### config.mk
export PLATFORM = sky130hd
export DESIGN_NAME = reset_standby_watchdog_control
export DESIGN_NICKNAME = d
export VERILOG_FILES = /design/src/rswc_pkg.sv /design/src/tick_divider.sv /design/src/delay_one_shot.sv /design/src/reset_standby_watchdog_control.sv
export VERILOG_INCLUDE_DIRS = /design/src
export SDC_FILE = /design/constraint.sdc
export NUM_CORES = 1
export LEC_CHECK = 0
export BUFFER_PORTS_ARGS = -buffer_cell sky130_fd_sc_hd__buf_2
export CAP_MARGIN = 20
export CORE_ASPECT_RATIO = 0.6
export CORE_MARGIN = 3
export CORE_UTILIZATION = 52
export DETAILED_ROUTE_END_ITERATION = 10
export PLACE_DENSITY = 0.86
export SETUP_SLACK_MARGIN = 0.2
export SLEW_MARGIN = 20
export SYNTH_ARGS = -nofsm -noshare
export SYNTH_HDL_FRONTEND = slang
export SYNTH_SLANG_ARGS = --single-unit
export TNS_END_PERCENT = 30
### constraint.sdc
create_clock -name sys_clk -period 2.57 [get_ports sys_clk]
set_clock_uncertainty 0.05 [all_clocks]
set_input_delay 0.3855 -clock sys_clk [delete_from_list [all_inputs] [get_ports sys_clk]]
set_output_delay 0.3855 -clock sys_clk [all_outputs]
set_load 0.005 [all_outputs]
### src/rswc_consts.svh
// Constants of the reset, standby and watchdog controller: offsets, fields, reset values and timing.
// Assumes a 40 MHz system clock; the RC oscillator is modelled as a tick derived from it.
`ifndef RSWC_CONSTS_SVH
`define RSWC_CONSTS_SVH

`define ADDR_STOP_RECOVERY   8'h0B
`define ADDR_STATUS          8'h0C
`define ADDR_WATCHDOG_MODE   8'h0F

`define STOPREC_DIV16_BIT    0
`define STOPREC_DELAY_BIT    5
`define WDM_SEL_HI           1
`define WDM_SEL_LO           0
`define WDM_RUN_IN_HALT      2
`define STATUS_WDT_FLAG      7
`define STATUS_POR_BUSY      6
`define STATUS_SHORT_BUSY    5

`define STOPREC_RESET        8'h20
`define WDM_RESET            8'h04
`define RESTART_ADDR         16'h000C
`define ZERO_ADDR            16'h0000

`define CLK_PERIOD_NS        25
`define RC_TICK_NS           1000
`define RC_DIV               (`RC_TICK_NS / `CLK_PERIOD_NS)
`define PRESCALE_DIV         16
`define SHORT_RESET_CLOCKS   18

`define POR_TIME_US          2500
`define WDT_TIME0_MS         5
`define WDT_TIME1_MS         10
`define WDT_TIME2_MS         20
`define WDT_TIME3_MS         80
`define US_TO_TICKS(t)       (((t) * 1000 + `RC_TICK_NS - 1) / `RC_TICK_NS)
`define MS_TO_TICKS(t)       (((t) * 1000000 + `RC_TICK_NS - 1) / `RC_TICK_NS)

`endif

### src/rswc_pkg.sv
// Types shared by the reset, standby and watchdog controller.
// Holds only type declarations; constants live in the header.
package rswc_pkg;

	typedef enum logic [2:0] {
		ST_BROWN,
		ST_POR,
		ST_SHORT,
		ST_RUN,
		ST_HALT,
		ST_STOP
	} power_state_t;

	typedef struct packed {
		logic [7:0] addr;
		logic [7:0] wdata;
		logic       wr;
		logic       rd;
	} reg_req_t;

	typedef struct packed {
		logic        coreResetN;
		logic        coreClkEn;
		logic        timerClkEn;
		logic        oscEnable;
		logic [15:0] restartAddr;
	} core_ctrl_t;

endpackage

### src/tick_divider.sv
// Free-running divider giving a one-cycle enable pulse every DIV clocks.
// Assumes DIV is at least 2.
`timescale 1ns/1ps
module tick_divider #(
	parameter int unsigned DIV = 16
) (
	// Clock and reset
	input  logic sys_clk,
	input  logic rst_n,
	// Enable pulse
	output logic tick
);
	localparam int unsigned W = $clog2(DIV);

	logic [W-1:0] cnt;

	always_ff @(posedge sys_clk) begin
		if (!rst_n) begin
			cnt  <= '0;
			tick <= 1'b0;
		end else if (cnt == W'(DIV - 1)) begin
			cnt  <= '0;
			tick <= 1'b1;
		end else begin
			cnt  <= cnt + 1'b1;
			tick <= 1'b0;
		end
	end
endmodule

### src/delay_one_shot.sv
// One-shot delay timer started by a low-to-high step on its clear input.
// Counts COUNT+1 ticks so a partial first tick never shortens the delay.
`timescale 1ns/1ps
module delay_one_shot #(
	parameter int unsigned COUNT = 2500
) (
	// Clock and reset
	input  logic sys_clk,
	input  logic rst_n,
	// Time base and start
	input  logic tick,
	input  logic clearIn,
	// Status
	output logic busy,
	output logic done
);
	logic [16:0] cnt;
	logic        clearPrev;

	always_ff @(posedge sys_clk) begin
		if (!rst_n) begin
			clearPrev <= 1'b0;
		end else begin
			clearPrev <= clearIn;
		end
	end

	always_ff @(posedge sys_clk) begin
		if (!rst_n) begin
			cnt  <= '0;
			busy <= 1'b0;
			done <= 1'b0;
		end else if (clearIn && !clearPrev) begin
			cnt  <= 17'(COUNT);
			busy <= 1'b1;
			done <= 1'b0;
		end else if (busy && tick) begin
			if (cnt == '0) begin
				busy <= 1'b0;
				done <= 1'b1;
			end else begin
				cnt  <= cnt - 1'b1;
				done <= 1'b0;
			end
		end else begin
			done <= 1'b0;
		end
	end
endmodule

### src/reset_standby_watchdog_control.sv
// Reset, HALT/STOP standby and watchdog control for a small 8-bit controller core.
// Assumes a 40 MHz clock, synchronous inputs and interrupt requests already gated by their enables.
//
// Operation
// - The power-on delay is timed by the RC oscillator tick and the core stays in reset until it ends.
// - The delay is a one-shot started by supply good, by stop recovery with bit 5 set, or by watchdog timeout.
// - The delay lasts at least 2.5 ms before the core may run.
// - Bit 5 of the stop recovery register decides whether stop recovery skips the delay.
// - HALT gates the core clock but keeps the oscillator, timers and all six interrupt lines running.
// - HALT ends when an enabled interrupt request arrives, after which the core continues in order, or when a reset source such as watchdog timeout fires.
// - STOP halts both the core clock and the oscillator.
// - STOP ends only through a reset source; stop recovery or external reset then restarts execution at address 000C, a supply failure at 0000.
// - Bit 0 of the stop recovery register selects divide-by-16 clocks and is cleared by stop recovery.
// - Watchdog mode bits 1:0 select a timeout of at least 5, 10, 20 or 80 ms.
// - Watchdog mode bit 2, set by default, keeps the watchdog counting during HALT.
// - The delay timer and the 18-clock reset timer start on a rising edge of their clear inputs.
//
// Design decision made here: the plain strobed port.
`timescale 1ns/1ps
`include "rswc_consts.svh"
module reset_standby_watchdog_control
	import rswc_pkg::*;
#(
	parameter int unsigned POR_TICKS  = `US_TO_TICKS(`POR_TIME_US),
	parameter int unsigned WDT_TICKS0 = `MS_TO_TICKS(`WDT_TIME0_MS),
	parameter int unsigned WDT_TICKS1 = `MS_TO_TICKS(`WDT_TIME1_MS),
	parameter int unsigned WDT_TICKS2 = `MS_TO_TICKS(`WDT_TIME2_MS),
	parameter int unsigned WDT_TICKS3 = `MS_TO_TICKS(`WDT_TIME3_MS)
) (
	// Clock and reset
	input  logic       sys_clk,
	input  logic       rst_n,
	// Register port
	input  reg_req_t   regReq,
	output logic [7:0] rdata,
	// Core requests
	input  logic       haltReq,
	input  logic       stopReq,
	input  logic       wdtRefresh,
	input  logic [5:0] irqPending,
	// Wake and reset sources
	input  logic       supplyGood,
	input  logic       stopRecover,
	input  logic       extReset,
	// Core control
	output core_ctrl_t ctrl
);
	localparam int unsigned SHORT_COUNT = `SHORT_RESET_CLOCKS - 1;

	power_state_t state;
	power_state_t next_state;
	logic [7:0]   stopRecovery;
	logic [7:0]   watchdogMode;
	logic         wdtFlag;
	logic [16:0]  wdtCnt;
	logic [16:0]  wdtLimit;
	logic         wdtRun;
	logic         wdtTimeout;
	logic         supplyPrev;
	logic         extPrev;
	logic         supplyRise;
	logic         extRise;
	logic         recoverWithDelay;
	logic         porClear;
	logic         shortClear;
	logic         porBusy;
	logic         porDone;
	logic         shortBusy;
	logic         rcTick;
	logic         divTick;
	logic         slowTick;
	logic         leaveStop;

	// The RC time base runs on its own, so a slowed core clock never stretches the reset delay.
	tick_divider #(
		.DIV (`RC_DIV)
	) u_rc_tick (
		.sys_clk (sys_clk),
		.rst_n   (rst_n),
		.tick    (rcTick)
	);

	tick_divider #(
		.DIV (`PRESCALE_DIV)
	) u_prescale (
		.sys_clk (sys_clk),
		.rst_n   (rst_n),
		.tick    (divTick)
	);

	delay_one_shot #(
		.COUNT (POR_TICKS)
	) u_por_timer (
		.sys_clk (sys_clk),
		.rst_n   (rst_n),
		.tick    (rcTick),
		.clearIn (porClear),
		.busy    (porBusy),
		.done    (porDone)
	);

	delay_one_shot #(
		.COUNT (SHORT_COUNT)
	) u_short_timer (
		.sys_clk (sys_clk),
		.rst_n   (rst_n),
		.tick    (1'b1),
		.clearIn (shortClear),
		.busy    (shortBusy),
		.done    ()
	);

	assign supplyRise       = supplyGood && !supplyPrev;
	assign extRise          = extReset && !extPrev;
	assign recoverWithDelay = (state == ST_STOP) && stopRecover && stopRecovery[`STOPREC_DELAY_BIT];
	assign slowTick         = stopRecovery[`STOPREC_DIV16_BIT] ? divTick : 1'b1;
	assign leaveStop        = (state == ST_STOP) && (next_state != ST_STOP) && (next_state != ST_BROWN);

	always_ff @(posedge sys_clk) begin
		if (!rst_n) begin
			supplyPrev <= 1'b0;
			extPrev    <= 1'b0;
		end else begin
			supplyPrev <= supplyGood;
			extPrev    <= extReset;
		end
	end

	// Each trigger raises the clear input for one cycle; the timer starts on that rising edge.
	always_ff @(posedge sys_clk) begin
		if (!rst_n) begin
			porClear   <= 1'b0;
			shortClear <= 1'b0;
		end else begin
			porClear   <= supplyRise || wdtTimeout || (recoverWithDelay && supplyGood);
			shortClear <= extRise && supplyGood;
		end
	end

	always_comb begin
		next_state = state;
		if (!supplyGood) begin
			next_state = ST_BROWN;
		end else if (supplyRise || wdtTimeout) begin
			next_state = ST_POR;
		end else if (extRise) begin
			next_state = ST_SHORT;
		end else begin
			case (state)
				ST_POR: begin
					if (porDone) begin
						next_state = ST_RUN;
					end
				end
				ST_SHORT: begin
					if (!shortBusy && !shortClear && !extReset) begin
						next_state = ST_RUN;
					end
				end
				ST_RUN: begin
					if (stopReq) begin
						next_state = ST_STOP;
					end else if (haltReq) begin
						next_state = ST_HALT;
					end
				end
				ST_HALT: begin
					if (|irqPending) begin
						next_state = ST_RUN;
					end
				end
				ST_STOP: begin
					if (stopRecover) begin
						next_state = stopRecovery[`STOPREC_DELAY_BIT] ? ST_POR : ST_RUN;
					end
				end
				default: begin
					next_state = state;
				end
			endcase
		end
	end

	always_ff @(posedge sys_clk) begin
		if (!rst_n) begin
			state <= ST_BROWN;
		end else begin
			state <= next_state;
		end
	end

	// The watchdog sleeps in STOP together with the oscillator it would otherwise wake.
	assign wdtRun = (state == ST_RUN) || ((state == ST_HALT) && watchdogMode[`WDM_RUN_IN_HALT]);

	always_comb begin
		case (watchdogMode[`WDM_SEL_HI:`WDM_SEL_LO])
			2'h0: wdtLimit = 17'(WDT_TICKS0);
			2'h1: wdtLimit = 17'(WDT_TICKS1);
			2'h2: wdtLimit = 17'(WDT_TICKS2);
			default: wdtLimit = 17'(WDT_TICKS3);
		endcase
	end

	assign wdtTimeout = wdtRun && rcTick && !wdtRefresh && (wdtCnt >= wdtLimit);

	always_ff @(posedge sys_clk) begin
		if (!rst_n) begin
			wdtCnt <= '0;
		end else if (wdtRefresh || wdtTimeout || !wdtRun) begin
			wdtCnt <= '0;
		end else if (rcTick) begin
			wdtCnt <= wdtCnt + 1'b1;
		end
	end

	// Stop recovery clears the divide select even when software writes in the same cycle.
	always_ff @(posedge sys_clk) begin
		if (!rst_n) begin
			stopRecovery <= `STOPREC_RESET;
		end else begin
			if (regReq.wr && (regReq.addr == `ADDR_STOP_RECOVERY)) begin
				stopRecovery <= regReq.wdata;
			end
			if (leaveStop) begin
				stopRecovery[`STOPREC_DIV16_BIT] <= 1'b0;
			end
		end
	end

	always_ff @(posedge sys_clk) begin
		if (!rst_n) begin
			watchdogMode <= `WDM_RESET;
		end else if (regReq.wr && (regReq.addr == `ADDR_WATCHDOG_MODE)) begin
			watchdogMode <= regReq.wdata;
		end
	end

	always_ff @(posedge sys_clk) begin
		if (!rst_n) begin
			wdtFlag <= 1'b0;
		end else if (wdtTimeout) begin
			wdtFlag <= 1'b1;
		end else if (regReq.wr && (regReq.addr == `ADDR_STATUS) && regReq.wdata[`STATUS_WDT_FLAG]) begin
			wdtFlag <= 1'b0;
		end
	end

	always_ff @(posedge sys_clk) begin
		if (!rst_n) begin
			rdata <= 8'h00;
		end else if (!regReq.rd) begin
			rdata <= 8'h00;
		end else if (regReq.addr == `ADDR_STOP_RECOVERY) begin
			rdata <= stopRecovery;
		end else if (regReq.addr == `ADDR_WATCHDOG_MODE) begin
			rdata <= watchdogMode;
		end else if (regReq.addr == `ADDR_STATUS) begin
			rdata <= {wdtFlag, porBusy, shortBusy, 2'h0, state};
		end else begin
			rdata <= 8'h00;
		end
	end

	always_ff @(posedge sys_clk) begin
		if (!rst_n) begin
			ctrl.coreResetN  <= 1'b0;
			ctrl.coreClkEn   <= 1'b0;
			ctrl.timerClkEn  <= 1'b0;
			ctrl.oscEnable   <= 1'b1;
			ctrl.restartAddr <= `ZERO_ADDR;
		end else begin
			ctrl.coreResetN  <= (state == ST_RUN) || (state == ST_HALT) || (state == ST_STOP);
			ctrl.coreClkEn   <= (state == ST_RUN) && slowTick;
			ctrl.timerClkEn  <= ((state == ST_RUN) || (state == ST_HALT)) && slowTick;
			ctrl.oscEnable   <= (state != ST_STOP);
			if (leaveStop) begin
				ctrl.restartAddr <= `RESTART_ADDR;
			end else if ((next_state == ST_BROWN) || wdtTimeout) begin
				ctrl.restartAddr <= `ZERO_ADDR;
			end
		end
	end

	// Helper counters for the timing checks below.
	logic [31:0] porCycles;
	logic [7:0]  shortCycles;

	always_ff @(posedge sys_clk) begin
		if (!rst_n) begin
			porCycles   <= '0;
			shortCycles <= '0;
		end else begin
			porCycles   <= porBusy ? porCycles + 1'b1 : 32'h0000_0000;
			shortCycles <= shortBusy ? shortCycles + 1'b1 : 8'h00;
		end
	end
endmodule

# Word level (Yosys, flattened, before mapping)
# Cells that the tools add are included.
# Widths: inputs -> output; s select.
[word_totals]
reg_bits = 106
input_bits = 32
[op_classes]
order_cmp = 1
n_reduce_logical = 64
muxes = 35
eq_ne = 16
n_addsub = 5
n_bitwise = 4
[ops]
columns = ["operator", "n"]
rows = [
  ["$pmux 17 s3", 1],
  ["$mux 12", 3],
  ["$logic_not 17->1", 2],
  ["$sub 17x1->17 const B", 2],
  ["$mux 3", 9],
  ["$eq 8x4->1 const B", 3],
  ["$mux 8", 3],
  ["$logic_and 1x1->1", 23],
  ["$add 17x1->17 const B", 1],
  ["$ge 17x17->1", 1],
  ["$mux 5", 3],
  ["$pmux 3 s5", 1],
  ["$mux 1", 12],
  ["$reduce_and 2->1", 6],
  ["$reduce_or 2->1", 6],
  ["$reduce_bool 2->1", 5],
  ["$logic_not 1->1", 9],
  ["$logic_or 1x1->1", 8],
  ["$mux 4", 2],
  ["$add 6x1->6 const B", 1],
  ["$eq 3x2->1 const B", 2],
  ["$eq 3x3->1 const B", 2],
  ["$eq 6x6->1 const B", 1],
  ["$ne 3x3->1 const B", 2],
  ["other kinds (13)", 17],
]

# Longest topological paths before layout
[depth]
word_depth = 13
depth_mapped = 11
depth_no_buf = 10

# Hierarchy
# From an unflattened synthesis, not the netlist that was laid out.
[unflattened]
cells_unflattened = 610
hier_area_um2 = 5381.4
[by_module_without_submodules]
columns = ["module", "area_per_inst_um2", "cells_per_inst", "instances"]
rows = [
  ["reset_standby_watchdog_control", 2875.3, 331, 1],
  ["delay_one_shot at u_short_timer", 1056.0, 123, 1],
  ["delay_one_shot at u_por_timer", 1001.0, 112, 1],
  ["tick_divider at u_rc_tick", 265.3, 26, 1],
  ["tick_divider at u_prescale", 183.9, 18, 1],
]

# Least setup slack after synthesis
# No wires, ideal clock.
[synth_path]
path_kind = "reg-to-reg"
startpoint = "register watchdogMode[0]"
endpoint = "register wdtCnt[10]"
path_stages_with_launch = 11
required_ns = 2.455
arrival_time_ns = 2.432
setup_slack_ns = 0.022
setup_ns = 0.065
n_path_buf = 1
path_cell_list = "dfxtp_1 > inv_1 > ha_1 > ha_1 > and4b_1 > a211o_1 > a221oi_1 > o221a_2 > nand3_1 > clkbuf_1 > nor2_1"
[synth_between]
elab_chain_len = 7
elab_cells_between_ends = 9
[synth_rtl]
columns = ["element", "line", "source"]
rows = [
  ["start: declaration", "reset_standby_watchdog_control.sv:53", "logic [7:0] watchdogMode;"],
  ["start signal: assignment", "reset_standby_watchdog_control.sv:232", "watchdogMode <= `WDM_RESET;"],
  ["start signal: assignment", "reset_standby_watchdog_control.sv:234", "watchdogMode <= regReq.wdata;"],
  ["$eq 2x2->1 (tied with other cells)", "reset_standby_watchdog_control.sv:196", "case (watchdogMode[`WDM_SEL_HI:`WDM_SEL_LO])"],
  ["$pmux 17 s3 (*)", "reset_standby_watchdog_control.sv:196", ""],
  ["$ge 17x17->1 (*)", "reset_standby_watchdog_control.sv:204", "assign wdtTimeout = wdtRun && rcTick && !wdtRefresh && (wdtCnt >= wdtLimit);"],
  ["$logic_and 1x1->1 (*)", "reset_standby_watchdog_control.sv:204", ""],
  ["$logic_or 1x1->1 (*) (2 in series)", "reset_standby_watchdog_control.sv:209", "end else if (wdtRefresh || wdtTimeout || !wdtRun) begin"],
  ["$reduce_or 2->1 (no line) (*)", "--", ""],
  ["end signal: assignment", "reset_standby_watchdog_control.sv:212", "wdtCnt <= wdtCnt + 1'b1;"],
  ["end: declaration", "reset_standby_watchdog_control.sv:55", "logic [16:0] wdtCnt;"],
]
# Every way passes the cells marked *; elsewhere a longest branch is shown, timed or not.
# A chain may end at the register's enable or synchronous reset.

# Final worst setup path
[layout_path]
startpoint = "register watchdogMode[0]"
endpoint = "register stopRecovery[0]"
[layout_between]
elab_chain_len = 11
elab_cells_between_ends = 14
[layout_rtl]
columns = ["element", "line", "source"]
rows = [
  ["$eq 2x2->1 (tied with other cells)", "reset_standby_watchdog_control.sv:196", ""],
  ["$pmux 17 s3 (*)", "reset_standby_watchdog_control.sv:196", ""],
  ["$ge 17x17->1 (*)", "reset_standby_watchdog_control.sv:204", ""],
  ["$logic_and 1x1->1 (*)", "reset_standby_watchdog_control.sv:204", ""],
  ["$logic_or 1x1->1 (*)", "reset_standby_watchdog_control.sv:144", "end else if (supplyRise || wdtTimeout) begin"],
  ["$mux 3 (*)", "reset_standby_watchdog_control.sv:144", ""],
  ["$mux 3 (*)", "reset_standby_watchdog_control.sv:142", "if (!supplyGood) begin"],
  ["$ne 3x3->1", "reset_standby_watchdog_control.sv:117", "assign leaveStop = (state == ST_STOP) && (next_state != ST_STOP) && (next_state != ST_BROWN);"],
  ["$logic_and 1x1->1", "reset_standby_watchdog_control.sv:117", ""],
  ["$logic_and 1x1->1 (*)", "reset_standby_watchdog_control.sv:117", ""],
  ["$reduce_or 2->1 (no line) (*)", "--", ""],
  ["end signal: assignment", "reset_standby_watchdog_control.sv:219", "stopRecovery <= `STOPREC_RESET;"],
  ["end signal: assignment", "reset_standby_watchdog_control.sv:222", "stopRecovery <= regReq.wdata;"],
  ["end: declaration", "reset_standby_watchdog_control.sv:52", "logic [7:0] stopRecovery;"],
]
# Marks and branches as above.

==> impl_metrics.py <==
metrics = {
    "timing": {
        "finalHoldViolCount": 0,
        "period_needed_ns": 2.72,
        "rsz0062_at_grt": "yes",
        "drv_slew": 0,
        "tightest_slew_ns": 0.850,
        "setup_viol": 9,
        "fmax_mhz": 368,
        "final.setup.tns_ns": -0.253,
        "fin_ws_ns": -0.146,
        "slew-limit-headroom_pct": 42.8,
        "finalCritPeriodShare_pct": 106,
        "whs_ns": 0.239,
    },
    "clock_network": {
        "clock_path_buffers": 2,
        "root_buffer": "clkbuf_16",
        "path_clk_slew_ns": 0.08,
        "ctsHoldBuffers": 0,
        "cts_made_buffers": 9,
        "insertion_delay_ns": 0.35,
        "cts.sinks": 105,
        "cts_tree": "built",
        "cts-htree-levels": 3,
    },
    "setup_path": {
        "cp_top_family": "compound AO/OA/AOI/OAI gates",
        "worstPathRequired_ns": 2.75,
        "cp.arrival_ns": 2.90,
        "slowest_stage": "dfxtp_4",
        "cp_max_fo": 5,
        "r2r_start": "watchdogMode[0]",
        "start_kind": "flop",
        "startpoint": "watchdogMode[0]",
        "crit_buf_inv": 3,
        "crit_path_max_incr_delay_ns": 0.39,
        "end_kind": "flop",
        "crit_type": "reg2reg",
        "cp_cell_sequence": "buf_6 -> ha_4 -> inv_2 -> ha_4 -> and4b_1 -> a211o_1 -> a221oi_2 -> o221a_4 -> buf_6 -> o21ai_0 -> a311oi_1",
    },
    "floorplanning": {
        "die_h_um": 81.3,
        "die-area_sq_mm": 0.0107,
        "rows": 26,
        "die_w_um": 131,
        "ioPinCount": 60,
        "initial_utilization_pct": 55.5,
        "coreArea_sq_mm": 0.00885,
    },
    "placed_design": {
        "gp_congestion": 0.869,
        "place_inst": 719,
        "hpwl_mm": 8.03,
        "place_ws_ns": 0.00587,
        "post_dp_cell_area_sq_mm": 0.00524,
        "portBuffers": 45,
    },
    "drt": {
        "via_count": 4383,
        "drtPass1Iterations": 5,
        "wl_mm": 13.8,
        "post-route-drc-count": 0,
        "ant_nets": 0,
        "wl_per_cell_um": 18.4,
        "drt_iter0_markers": 487,
        "vias_per_cell": 5.86,
    },
    "pwr": {
        "p_int_mw": 2.52,
        "p_switching_mw": 0.795,
        "power_density_mw_per_mm2": 552,
        "p_clk_share_pct": 43.3,
        "power_mw": 3.32,
        "p_sw_share_pct": 24.0,
        "p_leak_nw": 2.35,
        "ir_drop_uv": 362,
        "combPwrFrac_pct": 6.1,
        "seqPwrFrac_pct": 50.6,
    },
    "synth": {
        "syn_avg_cell_area_sq_um": 8.81,
        "ys_async_sr_fraction_pct": 0,
        "syn-cell-area_sq_mm": 0.00491,
        "syn_inst": 557,
        "ys_ff_latch": 105,
        "ys_warn_count": 0,
        "ys_types": 56,
        "synth_edf_count": 0,
        "ys_seq_area_share_pct": 42.8,
        "synthFlopType": "dfxtp_1",
    },
    "final_layout": {
        "instances_no_fill": 748,
        "utilization_pct": 67.9,
        "drive_above_1_share_pct": 19.8,
        "num_antenna_cells": 0,
        "final_nets": 673,
        "stdcell_area_sq_mm": 0.00601,
        "synthToLayoutAreaGrowth_pct": 22.3,
    },
    "grt": {
        "grt_pass1_wl_mm": 20.0,
        "grt_use_total_pct": 23.4,
        "grt_pass1_vias": 4211,
        "grt_overflow": 0,
        "grt_max_degree": 33,
        "antenna_found_initial": 0,
    },
    "hold_path": {
        "hold_path.startpoint": "regReq[6]",
        "hold_class": "in2reg",
    },
    "status": {
        "violations": "setup timing",
        "status": "finished, violations left",
    },
    "run": {
        "drv_cap": 0,
    },
}
[path summary, 6_finish.rpt]
path,cells after the start,end,slack [ns]
setup reg to reg,11,stopRecovery[0],-0.15
hold / removal,3,stopRecovery[4],0.24
setup / recovery,11,stopRecovery[0],-0.15
hold reg to reg,1,u_rc_tick.cnt[0],0.41
[registers in the layout, summed over array words and instances (netlist names), 4 cells and up]
name and cells:
watchdogMode 8, ctrl 5, u_prescale.cnt 4, u_rc_tick.cnt 6, wdtCnt 17, stopRecovery 8, u_por_timer.cnt 17, u_short_timer.cnt 17
rdata 8
[what timing repair did]
item / in CTS / in global routing
cloned: 1 / 1
setup buffers: 6 / 4
setup endpoints to repair: 24 / 24
resized for setup: 24 / 32
pin swaps: 10 / 14
[worst reg2reg max path, cell delays in order (launching register included)]
cell	delay, ns
dfxtp_4	0.39
buf_6	0.13
ha_4	0.16
inv_2	0.06
ha_4	0.20
and4b_1	0.18
a211o_1	0.25
a221oi_2	0.34
o221a_4	0.28
buf_6	0.11
o21ai_0	0.08
a311oi_1	0.36
[power by group through the flow]
stage	Clock, mW	Sequential (mW)	Combinational (mW)
after floorplan	0	1.71	0.140
after global placement	0	1.71	0.174
after detailed placement	0	1.72	0.182
after CTS	1.44	1.68	0.186
after global routing	1.51	1.68	0.222
final	1.44	1.68	0.202
[cell families after synthesis]
family | synth area share [%]
compound gates | 8.95
xor+xnor | 8.21
fa+ha+maj | 6.12
buf+inv | 5.84
flops | 42.8
mux | 4.49
other cells | 0.0764
simple gates | 23.5
[cell type report]
type,instances,area [sq um]
well taps,126,158
clock buffers,10,239
multi-input cells,408,2860
repair buffers,67,472
clock inverters,6,71.3
inverters,26,103
fillers,630,2840
flip-flops and latches,105,2110
[layer usage]
layer	routed length (um)	part of all wire (%)	vias up	global-route usage, %
met5	0	0	-	0
met4	646	4.7	0	12.3
met3	1070	7.8	59	6.93
met2	6440	47	229	39.3
met1	5600	41	2067	27.7
li1	-	-	2028	-
[Yosys cell counts (2+ instances only)]
library cell,number,area [sq um]
xnor2_1,23,201
and2_1,3,18.8
and3_1,16,100
inv_1,26,97.6
nand2b_1,8,50.1
nand4b_1,2,17.5
o2111ai_1,2,17.5
nand4_1,6,37.5
xor2_1,23,201
nor3b_1,3,22.5
dfxtp_1,105,2100
or3_1,6,37.5
nor3_1,18,90.1
o31ai_1,3,22.5
nor4b_1,2,17.5
buf_6,2,22.5
mux2i_1,22,220
nor4_1,12,75.1
a22oi_1,3,22.5
clkbuf_1,12,45.0
and4b_1,2,20.0
a31oi_1,4,25.0
nand3_1,20,100
ha_1,24,300
a21oi_1,29,145
a211o_1,3,26.3
and4_1,2,17.5
or4_1,2,15.0
nand2_1,33,124
buf_4,15,113
nor2b_1,2,12.5
nor2_1,87,327
o21ai_0,14,70.1
[placed cells by master, fill, tap and decap left out, types with 15 or more instances in the layout]
cell	netlist	final
dfxtp_1	105	103
nor2_1	87	82
buf_2	1	45
nand2_1	33	33
a21oi_1	29	28
xnor2_1	23	23
xor2_1	23	23
inv_1	26	22
mux2i_1	22	22
nor3_1	18	18
nand3_1	20	18
and3_1	16	15
buf_4	15	15
Note: power is estimated with default switching activity, not from simulation.
